`config.mk`:
```
export PLATFORM = sky130hd
export DESIGN_NAME = bbce_exec
export DESIGN_NICKNAME = d
export VERILOG_FILES = /design/src/hdl/bbce_pkg.sv /design/src/hdl/bbce_tick_if.sv /design/src/hdl/bbce_tick_div.sv /design/src/hdl/bbce_exec.sv
export VERILOG_INCLUDE_DIRS = /design/src /design/src/hdl
export SDC_FILE = /design/constraint.sdc
export NUM_CORES = 1
export LEC_CHECK = 0
export ABC_AREA = 0
export ABC_CLOCK_PERIOD_IN_PS = 5400
export CORE_MARGIN = 2
export CORE_UTILIZATION = 40
export CTS_BUF_LIST = sky130_fd_sc_hd__clkbuf_8
export DETAILED_ROUTE_END_ITERATION = 16
export DONT_BUFFER_PORTS = 1
export GPL_TIMING_DRIVEN = 0
export SETUP_SLACK_MARGIN = 0.2
export SLEW_MARGIN = 20
export SYNTH_ARGS = -nofsm -noshare
export SYNTH_HDL_FRONTEND = slang
export SYNTH_SLANG_ARGS = --single-unit
```
`constraint.sdc`:
```
create_clock -name clk -period 5.4 [get_ports clk]
set_input_delay 0.81 -clock clk [delete_from_list [all_inputs] [get_ports clk]]
set_output_delay 0.81 -clock clk [all_outputs]
set_load 0.02 [all_outputs]
```
`src/hdl/bbce_params.svh`:
```
`ifndef BBCE_PARAMS_SVH
`define BBCE_PARAMS_SVH

// ---------------------------------------------------------------------------
// Register offsets and reset values
// ---------------------------------------------------------------------------
`define BBCE_ADDR_W 8
`define BBCE_OFF_CLKSEL 8'h00
`define BBCE_OFF_STATUS 8'h04
`define BBCE_OFF_PSW 8'h08
`define BBCE_CLKSEL_RST 3'h0
`define BBCE_CLKSEL_MAX 3'h4
`define BBCE_PSW_RST 8'h00

// ---------------------------------------------------------------------------
// Status word fields
// ---------------------------------------------------------------------------
`define BBCE_PSW_IE 7
`define BBCE_PSW_Z 6
`define BBCE_PSW_RBS1 5
`define BBCE_PSW_AC 4
`define BBCE_PSW_RBS0 3
`define BBCE_PSW_CY 0

// ---------------------------------------------------------------------------
// Status register fields
// ---------------------------------------------------------------------------
`define BBCE_ST_PSW_LSB 0
`define BBCE_ST_BUSY 8
`define BBCE_ST_HALT 9
`define BBCE_ST_STOP 10

// ---------------------------------------------------------------------------
// Instruction lengths in bytes
// ---------------------------------------------------------------------------
`define BBCE_LEN_1 16'h0001
`define BBCE_LEN_2 16'h0002
`define BBCE_LEN_3 16'h0003
`define BBCE_LEN_4 16'h0004

// ---------------------------------------------------------------------------
// Instruction clock counts
// ---------------------------------------------------------------------------
`define BBCE_CYC_2 8'h02
`define BBCE_CYC_4 8'h04
`define BBCE_CYC_6 8'h06
`define BBCE_CYC_8 8'h08
`define BBCE_CYC_9 8'h09
`define BBCE_CYC_10 8'h0A
`define BBCE_CYC_11 8'h0B
`define BBCE_CYC_12 8'h0C

`endif

```
`src/hdl/bbce_pkg.sv`:
```
package bbce_pkg;

	typedef enum logic [3:0] {
		OP_JUMP_IF_SET,
		OP_JUMP_IF_CLEAR,
		OP_JUMP_SET_AND_CLEAR,
		OP_DECREMENT_JUMP_NONZERO,
		OP_BANK_SWITCH,
		OP_IDLE,
		OP_UNMASK_INTERRUPTS,
		OP_MASK_INTERRUPTS,
		OP_HALT,
		OP_STOP
	} bbce_op_t;

	typedef enum logic [2:0] {
		SP_SHORT_DIRECT,
		SP_PERIPHERAL,
		SP_ACCUMULATOR,
		SP_STATUS_WORD,
		SP_POINTER_PAIR,
		SP_GENERAL_REG
	} bbce_space_t;

	typedef enum logic [1:0] {
		ST_IDLE,
		ST_EXEC,
		ST_STANDBY
	} bbce_state_t;

endpackage

```
`src/hdl/bbce_tick_if.sv`:
```
`timescale 1ns/100ps

interface bbce_tick_if;
	logic [2:0] clock_select;
	logic tick;

	modport divider (
		input clock_select,
		output tick
	);

	modport core (
		output clock_select,
		input tick
	);
endinterface

```
`src/hdl/bbce_tick_div.sv`:
```
`timescale 1ns/100ps

// The instruction clock is a one-cycle enable at clk divided by 2 to the power of the selection.
module bbce_tick_div (
	// Clock and reset
	input wire logic clk,
	input wire logic rst,
	// Core side
	bbce_tick_if.divider tk
);

	logic [3:0] cnt_r;
	logic [3:0] mask;

	assign mask = 4'hF >> (3'h4 - tk.clock_select);
	assign tk.tick = ((cnt_r & mask) == mask);

	always_ff @(posedge clk) begin
		if (rst) begin
			cnt_r <= 4'h0;
		end else begin
			cnt_r <= cnt_r + 4'h1;
		end
	end

endmodule // bbce_tick_div

```
`src/hdl/bbce_exec.sv`:
```
`timescale 1ns/100ps
`include "bbce_params.svh"

// Behaviour
// - jump_if_set branches by length plus offset on a set bit; 3 bytes, 4 peripheral.
// - jump_if_clear branches on a clear bit; 4 bytes, 3 for accumulator and pointer_pair.
// - jump_set_and_clear branches and clears a set bit; clear bit leaves bit untouched.
// - Clearing a status word bit alters flags; status word form takes 12 clocks.
// - Register decrement_jump_nonzero decrements, branches if nonzero, 2 bytes, 6 clocks.
// - Short direct decrement_jump_nonzero writes back, branches if nonzero; 8 or 10 clocks.
// - unmask_interrupts_op sets interrupt_enable in 6 clocks.
// - mask_interrupts_op clears interrupt_enable in 6 clocks.
// - One instruction clock is one period of the selected core clock rate.
// - Pointer_pair bit test takes 10 clocks in fast RAM, else 11 plus read waits.
// - Pointer_pair set-and-clear outside fast RAM takes 12 plus read and write waits.
// - Operands outside fast RAM use the longer clock count.
// - Counts hold for internal ROM; other fetch sources add fetch waits.
module bbce_exec (
	// Clock and reset
	input wire logic clk,
	input wire logic rst,
	// Register port
	input wire logic [`BBCE_ADDR_W-1:0] reg_addr,
	input wire logic [31:0] reg_wdata,
	input wire logic reg_wr,
	input wire logic reg_rd,
	output logic [31:0] reg_rdata,
	// Decoded instruction
	input wire logic instr_valid,
	output logic instr_ready,
	input wire bbce_pkg::bbce_op_t instr_op,
	input wire bbce_pkg::bbce_space_t instr_space,
	input wire logic [2:0] instr_bit,
	input wire logic [7:0] instr_offset,
	input wire logic [1:0] instr_bank,
	input wire logic [15:0] instr_pc,
	input wire logic instr_fast_ram,
	input wire logic instr_from_rom,
	input wire logic [3:0] fetch_waits,
	input wire logic [3:0] read_waits,
	input wire logic [3:0] write_waits,
	input wire logic [7:0] operand_rdata,
	// Results
	output logic done,
	output logic [15:0] next_pc,
	output logic branch_taken,
	output logic operand_wr,
	output logic [7:0] operand_wdata,
	output logic [7:0] status_word,
	output logic interrupt_enable,
	output logic [1:0] bank_select_bits,
	// Standby
	input wire logic wake,
	output logic halt_mode,
	output logic stop_mode
);

	// -----------------------------------------------------------------------
	// Lookup functions
	// -----------------------------------------------------------------------

	function automatic logic [15:0] instr_len(bbce_pkg::bbce_op_t op,
			bbce_pkg::bbce_space_t sp);
		logic short3;
		short3 = (sp == bbce_pkg::SP_ACCUMULATOR) || (sp == bbce_pkg::SP_POINTER_PAIR);
		case (op)
			bbce_pkg::OP_JUMP_IF_SET: begin
				instr_len = (sp == bbce_pkg::SP_PERIPHERAL) ? `BBCE_LEN_4 : `BBCE_LEN_3;
			end
			bbce_pkg::OP_JUMP_IF_CLEAR, bbce_pkg::OP_JUMP_SET_AND_CLEAR: begin
				instr_len = short3 ? `BBCE_LEN_3 : `BBCE_LEN_4;
			end
			bbce_pkg::OP_DECREMENT_JUMP_NONZERO: begin
				instr_len = (sp == bbce_pkg::SP_GENERAL_REG) ? `BBCE_LEN_2 : `BBCE_LEN_3;
			end
			bbce_pkg::OP_IDLE: begin
				instr_len = `BBCE_LEN_1;
			end
			default: begin
				instr_len = `BBCE_LEN_2;
			end
		endcase
	endfunction

	function automatic logic [7:0] base_cycles(bbce_pkg::bbce_op_t op,
			bbce_pkg::bbce_space_t sp, logic fast);
		case (op)
			bbce_pkg::OP_JUMP_IF_SET, bbce_pkg::OP_JUMP_IF_CLEAR,
			bbce_pkg::OP_JUMP_SET_AND_CLEAR: begin
				case (sp)
					bbce_pkg::SP_ACCUMULATOR: begin
						base_cycles = `BBCE_CYC_8;
					end
					bbce_pkg::SP_POINTER_PAIR: begin
						if (fast) begin
							base_cycles = `BBCE_CYC_10;
						end else if (op == bbce_pkg::OP_JUMP_SET_AND_CLEAR) begin
							base_cycles = `BBCE_CYC_12;
						end else begin
							base_cycles = `BBCE_CYC_11;
						end
					end
					bbce_pkg::SP_SHORT_DIRECT: begin
						if (op == bbce_pkg::OP_JUMP_IF_SET) begin
							base_cycles = fast ? `BBCE_CYC_8 : `BBCE_CYC_9;
						end else if (op == bbce_pkg::OP_JUMP_IF_CLEAR) begin
							base_cycles = fast ? `BBCE_CYC_10 : `BBCE_CYC_11;
						end else begin
							base_cycles = fast ? `BBCE_CYC_10 : `BBCE_CYC_12;
						end
					end
					bbce_pkg::SP_STATUS_WORD: begin
						if (op == bbce_pkg::OP_JUMP_IF_SET) begin
							base_cycles = `BBCE_CYC_9;
						end else if (op == bbce_pkg::OP_JUMP_IF_CLEAR) begin
							base_cycles = `BBCE_CYC_11;
						end else begin
							base_cycles = `BBCE_CYC_12;
						end
					end
					default: begin
						base_cycles = (op == bbce_pkg::OP_JUMP_SET_AND_CLEAR) ?
							`BBCE_CYC_12 : `BBCE_CYC_11;
					end
				endcase
			end
			bbce_pkg::OP_DECREMENT_JUMP_NONZERO: begin
				if (sp == bbce_pkg::SP_GENERAL_REG) begin
					base_cycles = `BBCE_CYC_6;
				end else begin
					base_cycles = fast ? `BBCE_CYC_8 : `BBCE_CYC_10;
				end
			end
			bbce_pkg::OP_BANK_SWITCH: begin
				base_cycles = `BBCE_CYC_4;
			end
			bbce_pkg::OP_IDLE: begin
				base_cycles = `BBCE_CYC_2;
			end
			default: begin
				base_cycles = `BBCE_CYC_6;
			end
		endcase
	endfunction

	// -----------------------------------------------------------------------
	// Instruction clock
	// -----------------------------------------------------------------------

	bbce_tick_if tk ();
	logic [2:0] clksel_r;

	assign tk.clock_select = clksel_r;

	bbce_tick_div u_div (
		.clk(clk),
		.rst(rst),
		.tk(tk)
	);

	// -----------------------------------------------------------------------
	// Accept and cycle count
	// -----------------------------------------------------------------------

	bbce_pkg::bbce_state_t state_r;
	bbce_pkg::bbce_state_t state_nxt;
	bbce_pkg::bbce_op_t op_r;
	bbce_pkg::bbce_space_t space_r;
	logic [2:0] bit_r;
	logic [7:0] opnd_r;
	logic [1:0] bank_r;
	logic [15:0] target_r;
	logic [15:0] fall_r;
	logic [7:0] cnt_r;
	logic [7:0] psw_r;
	logic [15:0] len;
	logic [7:0] cycles;
	logic [7:0] extra_mem;
	logic [7:0] extra_fetch;
	logic accept;

	// Memory wait states only stretch pointer_pair accesses to the expansion area.
	assign extra_mem = (instr_space != bbce_pkg::SP_POINTER_PAIR || instr_fast_ram) ? 8'h00 :
		(instr_op == bbce_pkg::OP_JUMP_SET_AND_CLEAR) ?
		({4'h0, read_waits} + {4'h0, write_waits}) : {4'h0, read_waits};
	assign extra_fetch = instr_from_rom ? 8'h00 : {4'h0, fetch_waits};
	assign len = instr_len(instr_op, instr_space);
	assign cycles = base_cycles(instr_op, instr_space, instr_fast_ram) + extra_mem + extra_fetch;
	assign instr_ready = (state_r == bbce_pkg::ST_IDLE);
	assign accept = instr_valid && instr_ready;

	// -----------------------------------------------------------------------
	// Execution results
	// -----------------------------------------------------------------------

	logic [7:0] tested;
	logic bit_val;
	logic [7:0] cleared;
	logic [7:0] decr;
	logic take;
	logic last;
	logic finish;
	logic psw_target;

	assign psw_target = (space_r == bbce_pkg::SP_STATUS_WORD);
	assign tested = psw_target ? psw_r : opnd_r;
	assign bit_val = tested[bit_r];
	assign cleared = tested & ~(8'h01 << bit_r);
	assign decr = opnd_r - 8'h01;
	assign last = tk.tick && (cnt_r == 8'h01);
	assign finish = (state_r == bbce_pkg::ST_EXEC) && last;

	always_comb begin
		case (op_r)
			bbce_pkg::OP_JUMP_IF_SET, bbce_pkg::OP_JUMP_SET_AND_CLEAR: begin
				take = bit_val;
			end
			bbce_pkg::OP_JUMP_IF_CLEAR: begin
				take = !bit_val;
			end
			bbce_pkg::OP_DECREMENT_JUMP_NONZERO: begin
				take = (decr != 8'h00);
			end
			default: begin
				take = 1'b0;
			end
		endcase
	end

	always_comb begin
		state_nxt = state_r;
		case (state_r)
			bbce_pkg::ST_IDLE: begin
				if (accept) begin
					state_nxt = bbce_pkg::ST_EXEC;
				end
			end
			bbce_pkg::ST_EXEC: begin
				if (last) begin
					if (op_r == bbce_pkg::OP_HALT || op_r == bbce_pkg::OP_STOP) begin
						state_nxt = bbce_pkg::ST_STANDBY;
					end else begin
						state_nxt = bbce_pkg::ST_IDLE;
					end
				end
			end
			bbce_pkg::ST_STANDBY: begin
				if (wake) begin
					state_nxt = bbce_pkg::ST_IDLE;
				end
			end
			default: begin
				state_nxt = bbce_pkg::ST_IDLE;
			end
		endcase
	end

	always_ff @(posedge clk) begin
		if (rst) begin
			state_r <= bbce_pkg::ST_IDLE;
			op_r <= bbce_pkg::OP_IDLE;
			space_r <= bbce_pkg::SP_ACCUMULATOR;
			bit_r <= 3'h0;
			opnd_r <= 8'h00;
			bank_r <= 2'h0;
			target_r <= 16'h0000;
			fall_r <= 16'h0000;
			cnt_r <= 8'h00;
		end else begin
			state_r <= state_nxt;
			if (accept) begin
				op_r <= instr_op;
				space_r <= instr_space;
				bit_r <= instr_bit;
				opnd_r <= operand_rdata;
				bank_r <= instr_bank;
				fall_r <= instr_pc + len;
				target_r <= instr_pc + len + {{8{instr_offset[7]}}, instr_offset};
				cnt_r <= cycles;
			end else if (state_r == bbce_pkg::ST_EXEC && tk.tick) begin
				cnt_r <= cnt_r - 8'h01;
			end
		end
	end

	// -----------------------------------------------------------------------
	// Status word, operand write and completion outputs
	// -----------------------------------------------------------------------

	logic sw_psw;
	logic [7:0] psw_nxt;
	logic wr_back;

	assign sw_psw = reg_wr && (reg_addr == `BBCE_OFF_PSW);
	assign wr_back = finish && ((op_r == bbce_pkg::OP_JUMP_SET_AND_CLEAR && take && !psw_target)
		|| op_r == bbce_pkg::OP_DECREMENT_JUMP_NONZERO);

	always_comb begin
		psw_nxt = sw_psw ? reg_wdata[7:0] : psw_r;
		if (finish) begin
			case (op_r)
				bbce_pkg::OP_JUMP_SET_AND_CLEAR: begin
					if (take && psw_target) begin
						psw_nxt[bit_r] = 1'b0;
					end
				end
				bbce_pkg::OP_UNMASK_INTERRUPTS: begin
					psw_nxt[`BBCE_PSW_IE] = 1'b1;
				end
				bbce_pkg::OP_MASK_INTERRUPTS: begin
					psw_nxt[`BBCE_PSW_IE] = 1'b0;
				end
				bbce_pkg::OP_BANK_SWITCH: begin
					psw_nxt[`BBCE_PSW_RBS1] = bank_r[1];
					psw_nxt[`BBCE_PSW_RBS0] = bank_r[0];
				end
				default: begin
					psw_nxt = psw_nxt;
				end
			endcase
		end
	end

	always_ff @(posedge clk) begin
		if (rst) begin
			psw_r <= `BBCE_PSW_RST;
			done <= 1'b0;
			next_pc <= 16'h0000;
			branch_taken <= 1'b0;
			operand_wr <= 1'b0;
			operand_wdata <= 8'h00;
			halt_mode <= 1'b0;
			stop_mode <= 1'b0;
		end else begin
			psw_r <= psw_nxt;
			done <= finish;
			operand_wr <= wr_back;
			if (finish) begin
				next_pc <= take ? target_r : fall_r;
				branch_taken <= take;
				operand_wdata <= (op_r == bbce_pkg::OP_DECREMENT_JUMP_NONZERO) ? decr : cleared;
			end
			if (finish && op_r == bbce_pkg::OP_HALT) begin
				halt_mode <= 1'b1;
			end else if (wake) begin
				halt_mode <= 1'b0;
			end
			if (finish && op_r == bbce_pkg::OP_STOP) begin
				stop_mode <= 1'b1;
			end else if (wake) begin
				stop_mode <= 1'b0;
			end
		end
	end

	assign status_word = psw_r;
	assign interrupt_enable = psw_r[`BBCE_PSW_IE];
	assign bank_select_bits = {psw_r[`BBCE_PSW_RBS1], psw_r[`BBCE_PSW_RBS0]};

	// -----------------------------------------------------------------------
	// Register port
	// -----------------------------------------------------------------------

	logic [31:0] rd_mux;
	logic [31:0] status_val;

	assign status_val = {21'h000000, stop_mode, halt_mode, !instr_ready, psw_r};
	assign rd_mux = (reg_addr == `BBCE_OFF_CLKSEL) ? {29'h00000000, clksel_r} :
		(reg_addr == `BBCE_OFF_STATUS) ? status_val :
		(reg_addr == `BBCE_OFF_PSW) ? {24'h000000, psw_r} : 32'h00000000;

	always_ff @(posedge clk) begin
		if (rst) begin
			clksel_r <= `BBCE_CLKSEL_RST;
			reg_rdata <= 32'h00000000;
		end else begin
			// Selections past the slowest rate are clipped so the divider mask stays valid.
			if (reg_wr && reg_addr == `BBCE_OFF_CLKSEL) begin
				clksel_r <= (reg_wdata[2:0] > `BBCE_CLKSEL_MAX) ? `BBCE_CLKSEL_MAX :
					reg_wdata[2:0];
			end
			reg_rdata <= reg_rd ? rd_mux : 32'h00000000;
		end
	end

endmodule // bbce_exec

```
Word level (Yosys, flattened, before mapping)
Cells that the tools add are included. Widths: inputs -> output; s select.

Register bits: 138. Bits of input ports: 104. Output and inout bits: 73. Logic and storage cells: 158.

Add/sub/neg operators: 9. Order comparisons: 3. Eq/ne operators: 29. Shifts and indexed selects: 2. Muxes and demuxes: 51. Bitwise gates (word level): 6. Reduce and logical (&&, ||, !) cells: 36.

Operator list (number): $mux 8 (8); $mux 3 (12); $add 16x16->16 (2); $pmux 8 s4 (1); $pmux 3 s4 (2); $eq 4x3->1 const B (5); $and 8x8->8 (2); $eq 4x2->1 const B (4); $mux 16 (1); $not 8->8 (2); $sub 8x1->8 const B (2); $logic_and 1x1->1 (13); $mux 11 (1); $mux 1 (10); $mux 2 (5); $mux 5 (2); $eq 3x2->1 const B (3); $add 8x4->8 (1); $add 8x5->8 (1); $eq 4x1->1 const B (2); $eq 4x4->1 const B (2); $eq 8x1->1 const B (1); $eq 8x3->1 const B (1); $eq 8x4->1 const B (1); other kinds (36) (52).

Depth between registers and ports, before layout
Word-level depth: 10. Depth in mapped cells: 19. Depth with buffers taken out: 19.

Modules after synthesis
Synthesis repeated with hierarchy kept, for this count alone.

Cell total of the unflattened synthesis: 881. Area, all modules: 7200.7 µm².

Modules (own cells, without submodules): bbce_exec (instances 1, cells each 858, area each 6974.2 µm², seq. area each 2262.2 µm²); bbce_tick_div (instances 1, cells each 23, area each 226.5 µm², seq. area each 80.1 µm²).

Worst setup path after synthesis
OpenSTA, ideal clock, no wires.

Path kind: input port to flip-flop. Start point: in instr_op[1]. End point: reg target_r[15]. Library setup time: 0.074 ns. Data arrival time: 4.362 ns. Required time: 5.326 ns. Setup slack: 0.963 ns. Stages on the path: 18. Path buffers: 1. Cell sequence: clkbuf_1 > nand2_1 > o21ai_0 > a21oi_1 > o21ai_0 > nand3_1 > ha_1 > a21o_1 > a21oi_1 > nor2_1 > xor2_1 > ha_1 > and3_1 > a311o_1 > a21oi_1 > o21ai_1 > or4_1 > a31oi_1.

Longest elaborated chain between the ends: 5. Elaborated cells on any way between the ends: 9. Classes of those cells: 2 x add/sub; 4 x eq/ne; 1 x mux; 2 x reduce/logical.

RTL lines: start: declaration (RTL line bbce_exec.sv:31) `input wire bbce_pkg::bbce_op_t instr_op,`; $eq 4x2->1 / $eq 4x1->1 (equally long branches) (RTL line bbce_exec.sv:66) `case (op)`; $reduce_or 2->1 (RTL line bbce_exec.sv:66); $pmux 3 s4 (*) (RTL line bbce_exec.sv:66); $add 16x16->16 (*) (2 in series) (RTL line bbce_exec.sv:278) `target_r <= instr_pc + len + {{8{instr_offset[7]}}, instr_offset};`; end signal: assignment (RTL line bbce_exec.sv:278); end: declaration (RTL line bbce_exec.sv:172) `logic [15:0] target_r;`.

Mark *: on every way between the ends. The rest lies on a longest branch, timed or not. A chain may end at the register's enable or synchronous reset.

Worst setup path after layout
Same ends and word-level chain as after synthesis.

==> results.md <==
* Die area at around 20000 um2
* # setup viols final at 0
* Tcrit/Tclk final at roughly 87%
* Die height at ~140 um
* Total track usage at a little over a fifth
* CTS max path bufs at 2
* Final hold vios at 0
* Adder-cell share of the synthesized area at 7.89%
* GRT overflow at 0
* Worst Hold Class: register to register
* Clock Skew at between 0.015 and 0.02 ns
* Top cell family by delay on the critical path: compound AO/OA/AOI/OAI gates
* Syn Inst Count at around 900
* Simple-gate portion of the synthesized area at 27.6%
* Number of synthesized flops with an enable pin at 0
* Post-synthesis register bit count at approximately 120
* Slowest-stage cell, CP: a21oi_1
* Initial Utilization at ~41%
* First-pass GRT wire length at approximately 33000 um
* RSZ-0062 raised after global routing: no
* Max_cap viols at 0
* Reg clk slew, reported paths at approximately 0.070 ns
* Design area at between 8000 and 9000 um2
* Synthesis Warnings at 0
* Crit path largest cell delay at ~0.45 ns
* GP Congestion at around 0.87
* Asr flop ratio synth at 0%
* Routed Wire Length at 20900 um
* Largest family of logic cells by synthesized area: simple AND/OR/NAND/NOR gates
* Worst vdd rail ir drop at around 0.00016 V
* Ports at between 150 and 200
* Drt first-iter violations at around 460
* CTS Hold Bufs at 0
* Total negative slack at 0 ns
* Via count of the routed design at between 6000 and 7000
* Worst-margin pin slew at slightly above 0.8 ns
* Nets at 1111
* CTS root buf: clkbuf_8
* Routed wire per std cell at ~17 um
* Clk pwr share at approximately two fifths
* CP arrival at roughly 5.1 ns
* Synth Flop Type: dfxtp_1
* Post-Synth XOR/XNOR Area at 5.02%
* Comb pwr share at ~21%
* Max-slew violations at 0
* CTS resizes at 0
* Seq/Total Area, Yosys at 31.6%
* CTS buffer count at 17
* Vias in the first global route at between 6000 and 7000
* Status: complete, no violations
* Skew-Pair Late Insertion Delay at around 0.46 ns
* Crit path max fanout at 10
* Max Clk Rate at 213 MHz
* Mux cell area share after synthesis at between 2 and 3%
* Port bufs at 0
* Area leader, netlist: dfxtp_1
* Synth Area in Compound Gates at between 10% and 20%
* Mapped cell area at around 7400 um2
* Via-to-Cell Ratio at around 5.4
* Unique masters post-synth at 66
* ANT cells at 0
* Initial antenna violation count at 0
* CP Launch Type: input port
* Pin count of the biggest net entering global routing at 17
* Worst path required time at between 5 and 6 ns
* DRC Markers at 0
* H-tree depth at 4
* Rows at about 50
* Slew HR at 45.7%
* Critical path capture point type: register
* CP Class: input port to register
* Layout cells sized above 1 at between 10% and 20%
* Final Critical Period at between 4 and 5 ns
* Syn avg cell area at between 8 and 9 um2
* Dpl hpwl at approximately 16000 um
* Sw Pwr at roughly 0.7 mW
* Post-CTS Setup Bufs at 0
* Sw Share at between 20 and 30%
* Fillers at between 1500 and 2000
* Top cell type's share of synthesized area at between 30% and 40%
* CTS sink cnt at between 100 and 150
* Sequential power share at 40.0%
* Synth top area cells: dfxtp_1 32%, nand2_1 6.0%, ha_1 5.7%, a21oi_1 4.8%, nor2_1 4.6%
* Horiz. Die Dim at 140 um
* First-pass DRT Iterations at 5
* CTS tree: done
* PwrDens at between 200 and 300 nW/um2
* Area delta synth->final at 11.1%
* Core area at between 15000 and 20000 um2
* Static leakage at about 3.4 nW
* Worst Path Buf+Inv at 1
* Pint at ~1.7 mW
* CP cell instances: clkbuf_1 > nand2_1 > o21ai_0 > a21oi_1 > o21ai_0 > nand3_1 > ha_1 > a21o_1 > a21oi_1 > nor2_1 > xor2_1 > ha_1 > nor2_1 > nor2_1 > a311o_1 > a21oi_1 > o21ai_1 > or4_1 > a31oi_1
* Dpl cell area at between 7000 and 8000 um2
* Remaining antenna violation count at 0
[power groups by stage]
| stage | sequential [mW] | clock (mW) | combinational [mW] |
|---|---|---|---|
| after detailed placement | 0.982 | 0 | 0.492 |
| after CTS | 0.963 | 0.960 | 0.494 |
| after floorplan | 0.967 | 0 | 0.389 |
| final | 0.964 | 0.952 | 0.494 |
| after global routing | 0.969 | 0.997 | 0.557 |
| after global placement | 0.982 | 0 | 0.490 |
[synth_stat cells, drive strengths merged (3+ instances only)]
cell type,count
inv,24
a41oi,5
o211ai,4
a22oi,5
or3,6
a21oi,71
mux2,4
a31oi,16
nand3,22
or2,4
fa,8
o31ai,4
nor3b,10
o21ai,38
a211oi,13
nand4,7
a21o,12
and3b,3
and2,10
nand2,118
nor2,90
o22ai,4
ha,34
xor2,16
and3,10
mux2i,12
nor4,24
nor2b,9
clkbuf,41
or4,4
xnor2,24
nor3,51
dfxtp,117
nand2b,8
nand3b,5
buf,48
o21a,17
[placed cells by master, fill, tap and decap left out, drive strengths merged, types with 12 or more instances in the layout]
cell type  synthesis  routed
nand2            118     118
dfxtp            117     117
nor2              90      90
a21oi             71      71
clkbuf            41      62
nor3              51      51
buf               48      48
o21ai             38      38
ha                34      34
inv               24      25
xnor2             24      24
nor4              24      24
nand3             22      22
conb               1      21
o21a              17      17
xor2              16      16
a31oi             16      16
a211oi            13      13
a21o              12      12
mux2i             12      12
[per-layer routing]
layer	GRT usage, %	vias to the layer above	share of wire (%)
li1	-	3292	-
met1	29.1	3006	47
met2	33.8	219	44
met3	5.68	25	8.1
met4	5.42	0	1.3
met5	0	-	0
[worst paths after layout]
check / startpoint / end / slack, ns / cells past startpoint
max reg2reg: op_r[1]$_SDFFE_PP0P_ / status_word[4]$_SDFF_PP0_ / 2.39 / 6
min: u_div.cnt_r[0]$_SDFF_PP0_ / u_div.cnt_r[0]$_SDFF_PP0_ / 0.46 / 1
min reg2reg: u_div.cnt_r[0]$_SDFF_PP0_ / u_div.cnt_r[0]$_SDFF_PP0_ / 0.46 / 1
max: instr_op[1] / target_r[15]$_SDFFE_PP0P_ / 0.70 / 19
[logic make-up (layout without fill, tap and decap cells)]
| group | Yosys count | after routing |
|---|---|---|
| DFF | 117 | 117 |
| other | 1 | 21 |
| and+or+nand+nor | 390 | 390 |
| adders and majority gates | 42 | 42 |
| muxes | 18 | 18 |
| buffers and inverters | 113 | 144 |
| xor gates and xnor gates | 41 | 41 |
| AOI/OAI and AO/OA | 204 | 204 |
[state kept, by name, summed over array words and instances (netlist names)]
| register | flops |
|---|---|
| bit_r | 3 |
| status_word | 8 |
| reg_rdata | 11 |
| fall_r | 16 |
| bank_r | 2 |
| clksel_r | 3 |
| op_r | 4 |
| done | 1 |
| space_r | 3 |
| cnt_r | 8 |
| branch_taken | 1 |
| state_r | 2 |
| target_r | 16 |
| stop_mode | 1 |
| next_pc | 16 |
| u_div.cnt_r | 4 |
| operand_wr | 1 |
| halt_mode | 1 |
| operand_wdata | 8 |
| opnd_r | 8 |
[through the flow]
step | util (%) | std cells | setup slack (ns) | hold WS [ns] | power (mW)
after CTS | 45.6 | 1206 | 0.693 | 0.458 | 2.42
after detailed placement | 43.0 | 1175 | 0.266 | 0.445 | 1.47
after global placement | 43.0 | 1175 | 0.232 | 0.443 | 1.47
after global routing | 45.6 | 1206 | 0.244 | 0.484 | 2.52
final | 45.6 | 1206 | 0.700 | 0.458 | 2.41
after floorplan | - | 946 | 0.963 | 0.427 | 1.36
[cell type report]
cell class | count | area [um2] | area share [%]
buffer | 89 | 484 | 5.87
clock buffer | 21 | 289 | 3.50
sequential | 117 | 2340 | 28.4
clock inverter | 10 | 176 | 2.14
multi-input combinational | 716 | 4580 | 55.5
tap | 229 | 287 | 3.47
inverter | 24 | 90.1 | 1.09
Power figures use the tool's default switching activity.
